### src/rtl/cuod_pkg.sv
// Purpose: Shared constants and types for the command-unit opcode decoder
// Assumes: Single clock, synchronous active-high reset
// Notes:   Command byte holds bits 23:16 of the command word
package cuod_pkg;

    localparam int          GP_W        = 32;
    localparam int          CMD_BYTE_LO = 16;
    localparam int          CMD_BYTE_HI = 23;
    localparam int          CUC_LO      = 20;
    localparam int          CUC_HI      = 23;
    localparam int          FLD_LO      = CUC_LO - CMD_BYTE_LO;
    localparam int          FLD_HI      = CUC_HI - CMD_BYTE_LO;
    localparam int          RESV_BIT    = 19;
    localparam int          N_CNT_DEF   = 16;

    localparam logic [3:0]  OP_NOP      = 4'h0;
    localparam logic [3:0]  OP_START    = 4'h1;
    localparam logic [3:0]  OP_RESUME   = 4'h2;
    localparam logic [3:0]  OP_LD_DUMP  = 4'h4;
    localparam logic [3:0]  OP_DUMP     = 4'h5;
    localparam logic [3:0]  OP_LD_BASE  = 4'h6;
    localparam logic [3:0]  OP_DUMP_CLR = 4'h7;
    localparam logic [3:0]  OP_S_RESUME = 4'ha;

    localparam logic [7:0]  CMD_RST     = 8'h00;
    localparam logic [31:0] GP_RST      = 32'h0000_0000;
    localparam logic [31:0] WORD_BYTES  = 32'h0000_0004;

    typedef enum logic [1:0] {
        CU_IDLE   = 2'b00,
        CU_SUSP   = 2'b01,
        CU_ACTIVE = 2'b10
    } cuod_cu_state_t;

    typedef enum logic [1:0] {
        D_IDLE  = 2'b00,
        D_WRITE = 2'b01,
        D_CLEAR = 2'b10
    } cuod_dump_state_t;

endpackage

### src/rtl/cuod_top.sv
// Purpose: Command-unit opcode decoder and command-unit state keeper
// Assumes: Host writes command word and general pointer synchronously
// Notes:   Commands wait in the command byte while a dump is running
`timescale 1ns/1ps
`default_nettype none
module cuod_top #(
    parameter int N_CNT = cuod_pkg::N_CNT_DEF
) (
    input  wire logic                  CLK,
    input  wire logic                  RST,
    input  wire logic                  CMD_WR,
    input  wire logic [31:0]           CMD_WORD,
    input  wire logic                  GP_WR,
    input  wire logic [cuod_pkg::GP_W-1:0] GP_WDATA,
    input  wire logic                  CB_SUSPEND,
    input  wire logic                  CB_IDLE,
    input  wire logic [N_CNT*32-1:0]   STAT_CNT,
    input  wire logic                  MEM_READY,
    output logic [7:0]                 CMD_BYTE,
    output logic [cuod_pkg::GP_W-1:0]  GP_VALUE,
    output logic [1:0]                 CU_STATE,
    output logic                       CB_START,
    output logic                       CB_RESUME,
    output logic [cuod_pkg::GP_W-1:0]  CB_ADDR,
    output logic [cuod_pkg::GP_W-1:0]  CU_BASE,
    output logic [cuod_pkg::GP_W-1:0]  DUMP_ADDR,
    output logic                       DUMP_BUSY,
    output logic                       MEM_VALID,
    output logic [31:0]                MEM_ADDR,
    output logic [31:0]                MEM_WDATA,
    output logic                       STAT_CLR,
    output logic                       DUMP_DONE
);
    logic [7:0]                 cmd_q;
    logic [cuod_pkg::GP_W-1:0]  gp_q;
    logic [cuod_pkg::GP_W-1:0]  base_q;
    logic [cuod_pkg::GP_W-1:0]  dump_addr_q;
    logic [cuod_pkg::GP_W-1:0]  cb_addr_q;
    logic                       start_q;
    logic                       resume_q;
    cuod_pkg::cuod_cu_state_t   cu_q;
    cuod_pkg::cuod_cu_state_t   cu_d;
    logic [3:0]                 op;
    logic                       acc;
    logic                       dump_go;
    logic                       dump_busy;
    logic                       wake;

    assign op      = cmd_q[cuod_pkg::FLD_HI:cuod_pkg::FLD_LO];
    // A dump holds off further commands; they stay pending in the byte
    assign acc     = (op != cuod_pkg::OP_NOP) && !dump_busy;
    assign dump_go = acc && (op == cuod_pkg::OP_DUMP || op == cuod_pkg::OP_DUMP_CLR);
    assign wake    = (cu_q != cuod_pkg::CU_IDLE);

    // Command byte; a host write in the clearing cycle wins
    always_ff @(posedge CLK)
    begin
        if (RST)
            cmd_q <= cuod_pkg::CMD_RST;
        else if (CMD_WR)
            cmd_q <= CMD_WORD[cuod_pkg::CMD_BYTE_HI:cuod_pkg::CMD_BYTE_LO];
        else if (acc)
            cmd_q[cuod_pkg::FLD_HI:cuod_pkg::FLD_LO] <= cuod_pkg::OP_NOP;
    end

    always_ff @(posedge CLK)
    begin
        if (RST)
            gp_q <= cuod_pkg::GP_RST;
        else if (GP_WR)
            gp_q <= GP_WDATA;
    end

    always_ff @(posedge CLK)
    begin
        if (RST)
            base_q <= cuod_pkg::GP_RST;
        else if (acc && op == cuod_pkg::OP_LD_BASE)
            base_q <= gp_q;
    end

    always_ff @(posedge CLK)
    begin
        if (RST)
            dump_addr_q <= cuod_pkg::GP_RST;
        else if (acc && op == cuod_pkg::OP_LD_DUMP)
            dump_addr_q <= gp_q;
    end

    // Unit state: list events first, an accepted start, or a resume while not idle, overrides them
    always_comb
    begin
        cu_d = cu_q;
        if (CB_IDLE)
            cu_d = cuod_pkg::CU_IDLE;
        else if (CB_SUSPEND)
            cu_d = cuod_pkg::CU_SUSP;
        if (acc)
        begin
            case (op)
                cuod_pkg::OP_START:
                    cu_d = cuod_pkg::CU_ACTIVE;
                cuod_pkg::OP_RESUME, cuod_pkg::OP_S_RESUME:
                begin
                    if (wake)
                        cu_d = cuod_pkg::CU_ACTIVE;
                end
                default:
                    cu_d = cu_d;
            endcase
        end
    end

    always_ff @(posedge CLK)
    begin
        if (RST)
            cu_q <= cuod_pkg::CU_IDLE;
        else
            cu_q <= cu_d;
    end

    always_ff @(posedge CLK)
    begin
        if (RST)
        begin
            start_q   <= 1'b0;
            resume_q  <= 1'b0;
            cb_addr_q <= cuod_pkg::GP_RST;
        end
        else
        begin
            start_q  <= acc && op == cuod_pkg::OP_START;
            resume_q <= acc && wake &&
                        (op == cuod_pkg::OP_RESUME || op == cuod_pkg::OP_S_RESUME);
            if (acc && op == cuod_pkg::OP_START)
                cb_addr_q <= gp_q;
        end
    end

    cuod_dump #(
        .N_CNT     (N_CNT),
        .W         (32)
    ) u_dump (
        .clk       (CLK),
        .rst       (RST),
        .start     (dump_go),
        .clr_after (op == cuod_pkg::OP_DUMP_CLR),
        .base      (dump_addr_q),
        .cnt_flat  (STAT_CNT),
        .mem_ready (MEM_READY),
        .busy      (dump_busy),
        .mem_valid (MEM_VALID),
        .mem_addr  (MEM_ADDR),
        .mem_wdata (MEM_WDATA),
        .cnt_clr   (STAT_CLR),
        .done      (DUMP_DONE)
    );

    assign CMD_BYTE  = cmd_q;
    assign GP_VALUE  = gp_q;
    assign CU_STATE  = cu_q;
    assign CB_START  = start_q;
    assign CB_RESUME = resume_q;
    assign CB_ADDR   = cb_addr_q;
    assign CU_BASE   = base_q;
    assign DUMP_ADDR = dump_addr_q;
    assign DUMP_BUSY = dump_busy;

    a_field_cleared: assert property (@(posedge CLK) disable iff (RST)
        (acc && !CMD_WR) |=> cmd_q[cuod_pkg::FLD_HI:cuod_pkg::FLD_LO] == cuod_pkg::OP_NOP)
        else $error("command field not cleared on acceptance");

    a_held_pending: assert property (@(posedge CLK) disable iff (RST)
        (dump_busy && op != cuod_pkg::OP_NOP && !CMD_WR) |=> $stable(cmd_q))
        else $error("command not held during dump");

    a_nop_quiet: assert property (@(posedge CLK) disable iff (RST)
        (op == cuod_pkg::OP_NOP && !CB_IDLE && !CB_SUSPEND)
        |=> $stable(cu_q) && !CB_START && !CB_RESUME)
        else $error("idle opcode changed the unit");

    a_start_active: assert property (@(posedge CLK) disable iff (RST)
        (acc && op == cuod_pkg::OP_START)
        |=> CB_START && cu_q == cuod_pkg::CU_ACTIVE && CB_ADDR == $past(gp_q) ##1 !CB_START)
        else $error("start did not launch the list");

    a_resume_idle_ignored: assert property (@(posedge CLK) disable iff (RST)
        (acc && op == cuod_pkg::OP_RESUME && cu_q == cuod_pkg::CU_IDLE && !CB_SUSPEND)
        |=> cu_q == cuod_pkg::CU_IDLE && !CB_RESUME)
        else $error("resume acted while idle");

    a_static_resume: assert property (@(posedge CLK) disable iff (RST)
        (acc && op == cuod_pkg::OP_S_RESUME)
        |=> CB_RESUME == ($past(cu_q) != cuod_pkg::CU_IDLE))
        else $error("static resume misbehaved");

    a_resume_susp: assert property (@(posedge CLK) disable iff (RST)
        (acc && op == cuod_pkg::OP_RESUME && cu_q == cuod_pkg::CU_SUSP)
        |=> CB_RESUME && cu_q == cuod_pkg::CU_ACTIVE)
        else $error("resume from suspend failed");

    a_dump_addr_load: assert property (@(posedge CLK) disable iff (RST)
        (acc && op == cuod_pkg::OP_LD_DUMP) |=> DUMP_ADDR == $past(gp_q))
        else $error("dump address not captured");

    a_base_load: assert property (@(posedge CLK) disable iff (RST)
        (acc && op == cuod_pkg::OP_LD_BASE) |=> CU_BASE == $past(gp_q))
        else $error("base register not loaded");

    a_dump_begins: assert property (@(posedge CLK) disable iff (RST)
        dump_go |=> DUMP_BUSY && MEM_VALID && MEM_ADDR == $past(dump_addr_q))
        else $error("dump did not start at dump address");

    a_undef_nop: assert property (@(posedge CLK) disable iff (RST)
        (acc && (op == 4'h3 || op == 4'h8 || op == 4'h9 || op > 4'ha) && !CB_IDLE && !CB_SUSPEND)
        |=> $stable(cu_q) && !CB_START && !CB_RESUME && !DUMP_BUSY)
        else $error("undefined opcode had an effect");

    c_start: cover property (@(posedge CLK) disable iff (RST)
        acc && op == cuod_pkg::OP_START);
    c_dump_clear: cover property (@(posedge CLK) disable iff (RST)
        STAT_CLR);
    c_static_from_susp: cover property (@(posedge CLK) disable iff (RST)
        acc && op == cuod_pkg::OP_S_RESUME && cu_q == cuod_pkg::CU_SUSP);
    c_cmd_held_by_dump: cover property (@(posedge CLK) disable iff (RST)
        dump_busy && op != cuod_pkg::OP_NOP);

endmodule // cuod_top
`default_nettype wire

### src/rtl/cuod_dump.sv
// Purpose: Writes statistical counters to memory, optionally clears them
// Assumes: Memory sink accepts a word when mem_valid and mem_ready are high
// Notes:   Counters are read live, one word per accepted write
`timescale 1ns/1ps
`default_nettype none
module cuod_dump #(
    parameter int N_CNT = cuod_pkg::N_CNT_DEF,
    parameter int W     = 32
) (
    input  wire logic             clk,
    input  wire logic             rst,
    input  wire logic             start,
    input  wire logic             clr_after,
    input  wire logic [W-1:0]     base,
    input  wire logic [N_CNT*W-1:0] cnt_flat,
    input  wire logic             mem_ready,
    output logic                  busy,
    output logic                  mem_valid,
    output logic [W-1:0]          mem_addr,
    output logic [W-1:0]          mem_wdata,
    output logic                  cnt_clr,
    output logic                  done
);
    localparam int             IW   = (N_CNT > 1) ? $clog2(N_CNT) : 1;
    localparam logic [IW-1:0]  LAST = IW'(N_CNT - 1);

    cuod_pkg::cuod_dump_state_t state_q;
    logic [IW-1:0]              idx_q;
    logic [IW-1:0]              idx_nx;
    logic                       clr_q;
    logic [W-1:0]               cnt_arr [N_CNT];

    genvar g;
    generate
        for (g = 0; g < N_CNT; g++)
        begin : g_unpack
            assign cnt_arr[g] = cnt_flat[g*W +: W];
        end
    endgenerate

    assign idx_nx = idx_q + 1'b1;
    assign busy   = (state_q != cuod_pkg::D_IDLE);

    always_ff @(posedge clk)
    begin
        if (rst)
        begin
            state_q   <= cuod_pkg::D_IDLE;
            idx_q     <= '0;
            clr_q     <= 1'b0;
            mem_valid <= 1'b0;
            mem_addr  <= '0;
            mem_wdata <= '0;
            cnt_clr   <= 1'b0;
            done      <= 1'b0;
        end
        else
        begin
            cnt_clr <= 1'b0;
            done    <= 1'b0;
            case (state_q)
                cuod_pkg::D_IDLE:
                begin
                    if (start)
                    begin
                        state_q   <= cuod_pkg::D_WRITE;
                        idx_q     <= '0;
                        clr_q     <= clr_after;
                        mem_valid <= 1'b1;
                        mem_addr  <= base;
                        mem_wdata <= cnt_arr[0];
                    end
                end
                cuod_pkg::D_WRITE:
                begin
                    if (mem_ready)
                    begin
                        if (idx_q == LAST)
                        begin
                            mem_valid <= 1'b0;
                            // Clear only after the last word left, so no count is lost
                            if (clr_q)
                                state_q <= cuod_pkg::D_CLEAR;
                            else
                            begin
                                state_q <= cuod_pkg::D_IDLE;
                                done    <= 1'b1;
                            end
                        end
                        else
                        begin
                            idx_q     <= idx_nx;
                            mem_addr  <= mem_addr + cuod_pkg::WORD_BYTES;
                            mem_wdata <= cnt_arr[idx_nx];
                        end
                    end
                end
                cuod_pkg::D_CLEAR:
                begin
                    cnt_clr <= 1'b1;
                    done    <= 1'b1;
                    state_q <= cuod_pkg::D_IDLE;
                end
                default:
                begin
                    state_q <= cuod_pkg::D_IDLE;
                end
            endcase
        end
    end

    a_addr_step: assert property (@(posedge clk) disable iff (rst)
        (state_q == cuod_pkg::D_WRITE && mem_ready && idx_q != LAST)
        |=> mem_valid && mem_addr == $past(mem_addr) + cuod_pkg::WORD_BYTES)
        else $error("dump address did not step by one word");

    a_clear_after_dump: assert property (@(posedge clk) disable iff (rst)
        (state_q == cuod_pkg::D_WRITE && mem_ready && idx_q == LAST && clr_q)
        |=> !mem_valid ##1 (cnt_clr && done))
        else $error("counters not cleared right after dump");

    a_plain_no_clear: assert property (@(posedge clk) disable iff (rst)
        (state_q == cuod_pkg::D_WRITE && mem_ready && idx_q == LAST && !clr_q)
        |=> done && !cnt_clr && !busy)
        else $error("plain dump ended wrongly");

endmodule // cuod_dump
`default_nettype wire

### config.mk
export PLATFORM = sky130hd
export DESIGN_NAME = cuod_top
export DESIGN_NICKNAME = d
export VERILOG_FILES = /design/src/rtl/cuod_pkg.sv /design/src/rtl/cuod_top.sv /design/src/rtl/cuod_dump.sv
export SDC_FILE = /design/constraint.sdc
export NUM_CORES = 1
export LEC_CHECK = 0
export BUFFER_PORTS_ARGS = -buffer_cell sky130_fd_sc_hd__buf_2
export CORE_AREA = 2 2 305 307
export DETAILED_ROUTE_END_ITERATION = 7
export DIE_AREA = 0 0 307 309
export GPL_TIMING_DRIVEN = 0
export PLACE_DENSITY = 0.37
export SLEW_MARGIN = 20
export SYNTH_ARGS = -nofsm -noshare
export SYNTH_HDL_FRONTEND = slang
export SYNTH_SLANG_ARGS = --single-unit
### constraint.sdc
create_clock -name CLK -period 3.05 [get_ports CLK]
set_clock_uncertainty 0.1 [all_clocks]
set_input_delay 0.1525 -clock CLK [delete_from_list [all_inputs] [get_ports CLK]]
set_output_delay 0.1525 -clock CLK [all_outputs]
set_load 0.01 [all_outputs]
* After elaboration in Yosys (flattened, before gate mapping) *
Cells that the tools add are included.

operators by class
  $lt $le $gt $ge = 1
  bitwise gates (word level) = 1
  div/mod/pow operators = 0
  equality and inequality tests = 14
  muxes and demuxes = 36
  $mul = 0
  shift operators = 0
  reduce and logical (&&, ||, !) cells = 21
  add/subtract/negate cells = 2

operators by type and width
  kind                   number
  $mux 32                8
  $bmux 32 s4            1
  $pmux 32 s2            2
  $add 32x3->32 const B  1
  $mux 4                 5
  $eq 4x3->1 const B     4
  $mux 2                 8
  $eq 4x4->1 const B     2
  $pmux 2 s2             2
  $pmux 4 s2             1
  $reduce_and 4->1       2
  $reduce_bool 2->1      4
  $logic_and 1x1->1      7
  $mux 1                 7
  $ne 2x2->1 const B     3
  $ge 5x5->1 const B     1
  $not 4->5              1
  $add 4x1->4 const B    1
  $eq 4x1->1 const B     1
  $eq 4x2->1 const B     1
  $pmux 1 s2             2
  $reduce_bool 4->1      1
  $reduce_and 3->1       1
  $eq 2x1->1 const B     1
  other kinds (7)        8

storage, ports and cells
  bits in latches = 0
  output and inout bits = 208
  register bits after elaboration = 214
  input bits = 583
  bits in writable memories = 0
  bits in read-only memories = 0
  memories = 0
  word-level logic and storage cells = 92

* Depth between registers and ports, before layout *
  word-level depth = 8
  depth in mapped cells = 10
  depth with buffers taken out = 7

* Modules after synthesis *
From an unflattened synthesis, not the netlist that was laid out.

second synthesis, totals
  cell total of the unflattened synthesis = 1208
  area total of the unflattened synthesis = 13207.7 µm²

modules (own cells, without submodules)
  module     sequential area each (µm²)  times used  area each (µm²)  cells each
  cuod_dump  1481.4                      1           7781.2           704
  cuod_top   2802.7                      1           5426.5           504

* Worst setup path before layout *
OpenSTA, ideal clock, no wires.

  path kind = reg-to-reg
  from = reg u_dump.idx_q[1]
  to = reg u_dump.mem_wdata[0]
  data required time = 2.813 ns
  buffers on the path = 2
  data arrival time = 2.090 ns
  stages on the path, launching flop included = 8
  setup slack = 0.722 ns
  cell sequence = dfxtp_1 > ha_1 > buf_2 > clkbuf_1 > mux4_2 > mux2_2 > a222oi_1 > a211oi_1

on the way
  cells in the longest elaborated chain, start to end = 8

ends and longest elaborated chain
  item                                         RTL line         text
  start, declared                              cuod_dump.sv:28  logic [IW-1:0] idx_q;
  start signal, assigned                       cuod_dump.sv:92  idx_q <= idx_nx;
  $add 4x1->4                                  cuod_dump.sv:41  assign idx_nx = idx_q + 1'b1;
  $not 4->5 (implied by the code)              cuod_dump.sv:94  mem_wdata <= cnt_arr[idx_nx];
  $bmux 32 s4                                  cuod_dump.sv:94
  $mux 32 (implied by the code) (2 in series)  cuod_dump.sv:94
  $mux 32                                      cuod_dump.sv:78  if (idx_q == LAST)
  $mux 32                                      cuod_dump.sv:76  if (mem_ready)
  $pmux 32 s2                                  cuod_dump.sv:61  case (state_q)
  end signal, assigned                         cuod_dump.sv:71  mem_wdata <= cnt_arr[0];
  end signal, assigned                         cuod_dump.sv:94
  end, declared                                cuod_dump.sv:20  output logic [W-1:0] mem_wdata,

Several ways; a longest one is shown, not always the timed one. The select of a mux whose other input is x is not followed.
A chain may end at the register's enable or synchronous reset.

* Worst setup path after layout *
  from = reg u_dump.idx_q[1]
  to = reg u_dump.mem_wdata[16]

The elaborated chain is that of the path after synthesis.

==> run_results.csv <==
group,metric,value,unit
timing,final.setup.tns,0,ns
synth,yosys.cell_types.count,62,
power,p_leak,8.20,nW
drt,firstDrtPassIters,6,
placement,dp_slack,-0.574,ns
final_layout,post-route-util,21.9,%
drt,drc,0,
cts,cts_tree,"yes",
floorplanning,core,91400,um2
grt,grt_pass1_wl,134,mm
synth,netlist_area,12600,um2
synth,synth-seq-cells,214,
critical_path,r2r_end,"u_dump.mem_wdata[16]",
drt,vias,15000,
floorplanning,die_h,309,um
synth,synthArstFlopShare,0,%
power,ir_worst_vdd,415,uV
drt,detail-route-antenna-nets,0,
critical_path,ff2ff_path_depth,7,
critical_path,crit_required,3.42,ns
placement,hpwl,86.5,mm
drt,drt-total-wl,103,mm
drt,via_per_inst,4.40,
critical_path,cp.arrival,3.34,ns
synth,synthAdderAreaFrac,0.497,%
final_layout,final_area,20000,um2
critical_path,endpoint_kind,"flip-flop",
synth,synth_xor_area_share,0.139,%
placement,port-buffer-count,763,
synth,synth-seq-area-share,34.0,%
timing,setup_ws,0.0852,ns
placement,gp_congestion,0.917,
drt,wl_per_cell,30.1,um
min_path,hp-class,"input port to flip-flop",
timing,setup_viol_count_final,0,
critical_path,reg2reg_from,"u_dump.idx_q[1]",
final_layout,layout_commonest_cell,"buf_2",
critical_path,cp-start-kind,"flip-flop",
synth,synth_fp_nets,1876,
cts,clk_pin_slew_worst_paths,0.08,ns
final_layout,nNetsFinal,2758,
synth,yosysWarnings,0,
grt,grt_overflow,0,
cts,cts_buffers,30,
synth,synth_compound_area_share,14.4,%
floorplanning,start_util,13.8,%
synth,synth_edf_count,0,
final_layout,drive_gt1_share,48.6,%
timing,fin_crit_sh,97.2,%
timing,min_period,2.96,ns
timing,hold_viol,0,
floorplanning,num_rows,111,
synth,synthMuxAreaShare,31.9,%
final_layout,mostFrequentLayoutCells,"buf_2, nand2_1, dfxtp_1",
cts,cts_root_buf,"clkbuf_16",
timing,max_freq,337,MHz
grt,grtUsageTotal,20.6,%
cts,cts_max_path_buffers,3,
synth,avgSynthCellArea,9.77,um2
grt,antenna_found_initial,63,
timing,worst_pin_slew,1.02,ns
critical_path,ff2ff_setup_slack,0.09,ns
synth,synth_top_family_by_area,"multiplexers",
placement,placedInstanceArea,17900,um2
final_layout,fillers,10200,
min_path,min_to,"u_dump.mem_wdata[30]",
synth,syn_inst,1288,
critical_path,critical_path_class,"flip-flop to flip-flop",
grt,grt_max_degree,17,
synth,synth-simple-area-share,14.4,%
cts,htreeDepth,1,
drt,drt_iter0_drc,909,
cts,clk_latency,0.61,ns
timing,rsz0062_at_grt,"yes",
timing,drv_slew,0,
power,p_per_area,448,nW/um2
floorplanning,die-area,94900,um2
timing,slew_headroom,31.7,%
synth,synthFlopType,"dfxtp_1",
cts,cts_sinks,214,
floorplanning,fp.dieW,307,um
critical_path,path_max_fanout,10,
grt,grt_pass1_vias,15400,
final_layout,multi_input_area,7740,um2
final_layout,register_area,4280,um2
job,maxCapViolCount,0,
floorplanning,io_pins,791,
final_layout,area_growth,58.7,%
min_path,min_from,"STAT_CNT[446]",
outcome,status,"finished clean",
min_path,hold_depth,5,
-- flip-flops by register name, indices dropped and copies added (netlist names) --
register          flops
u_dump.idx_q          4
u_dump.mem_valid      1
CU_BASE              32
DUMP_ADDR            32
CB_ADDR              32
GP_VALUE             32
CB_START              1
u_dump.clr_q          1
CMD_BYTE              8
u_dump.done           1
CB_RESUME             1
u_dump.cnt_clr        1
u_dump.state_q        2
u_dump.mem_wdata     32
CU_STATE              2
u_dump.mem_addr      32
-- report_power, final --
part	total, mW	leakage [nW]	internal [mW]	switching (mW)
Clock	3.87	0.500	2.26	1.61
Sequential	3.07	1.74	2.93	0.137
Combinational	2.02	5.96	0.868	1.15
Total	8.95	8.20	6.06	2.90
-- routing by layer --
metal | global-route usage [%] | routed length, um
met1 | 22.3 | 37600
met2 | 35.8 | 51700
met3 | 5.39 | 7610
met5 | 0 | 126
met4 | 12.8 | 5690
-- Yosys cell counts, types with 7 or more instances --
library cell,n,area (um2)
a211oi_1,36,270
clkbuf_1,89,334
mux2_2,63,709
a21oi_1,131,656
nor2_1,105,394
nand2_1,229,860
nand4_1,11,68.8
o21ai_0,31,155
dfxtp_1,214,4280
buf_2,15,75.1
mux4_2,128,2880
a222oi_1,31,310
a31oi_1,7,43.8
nand3_1,16,80.1
inv_1,11,41.3
mux2i_1,42,420
-- worst max-delay path by stage --
stage / startpoint / end / depth (start not counted)
final: u_dump.idx_q[1] / u_dump.mem_wdata[16] / 7
after global placement: u_dump.state_q[0] / u_dump.mem_wdata[27] / 9
after global routing: u_dump.idx_q[1] / u_dump.mem_wdata[16] / 7
after detailed placement: u_dump.idx_q[1] / u_dump.mem_wdata[16] / 7
after floorplan: u_dump.idx_q[1] / u_dump.mem_wdata[0] / 7
after CTS: u_dump.idx_q[1] / u_dump.mem_wdata[16] / 7
-- repair_timing --
item,in CTS,in global routing
gates resized for setup,22,11
endpoints found under the hold margin,75,0
pin swaps,1,1
setup buffers,0,0
gates cloned,0,0
hold buffers,87,0
setup endpoints to repair,55,9
-- area by class of cell --
| class | instances | area share, % |
|---|---|---|
| inverter | 12 | 0.226 |
| multi-input combinational | 941 | 38.8 |
| timing repair buffer | 851 | 23.5 |
| buffer | 120 | 2.88 |
| tap | 1186 | 7.43 |
| clock inverter | 21 | 1.43 |
| clock buffer | 35 | 3.85 |
| sequential | 214 | 21.5 |
| antenna | 33 | 0.414 |
-- cells by family after synthesis --
logic type	Yosys count
adder cells (fa/ha/maj)	5
multiplexers	233
AND/OR/NAND/NOR	419
XOR/XNOR	2
AO/OA/AOI/OAI	282
buffers and inverters	133
flip-flops	214
-- worst max-delay path: stages, from the launching register on --
cell and delay [ns]:
dfxtp_1 0.33, ha_1 0.34, buf_2 0.30, clkbuf_4 0.37, mux4_2 0.42, mux2_2 0.29, a222oi_1 0.50, a211oi_1 0.15
-- through the flow --
stage	power (mW)	instances	hold slack [ns]
global route	9.36	3411	0.178
finish	8.95	3413	0.178
CTS	9.13	3380	0.135
detailed placement	5.08	3238	0.251
global placement	5.06	3237	0.251
floorplan	3.94	1288	0.131
Note: power is estimated with default switching activity, not from simulation.
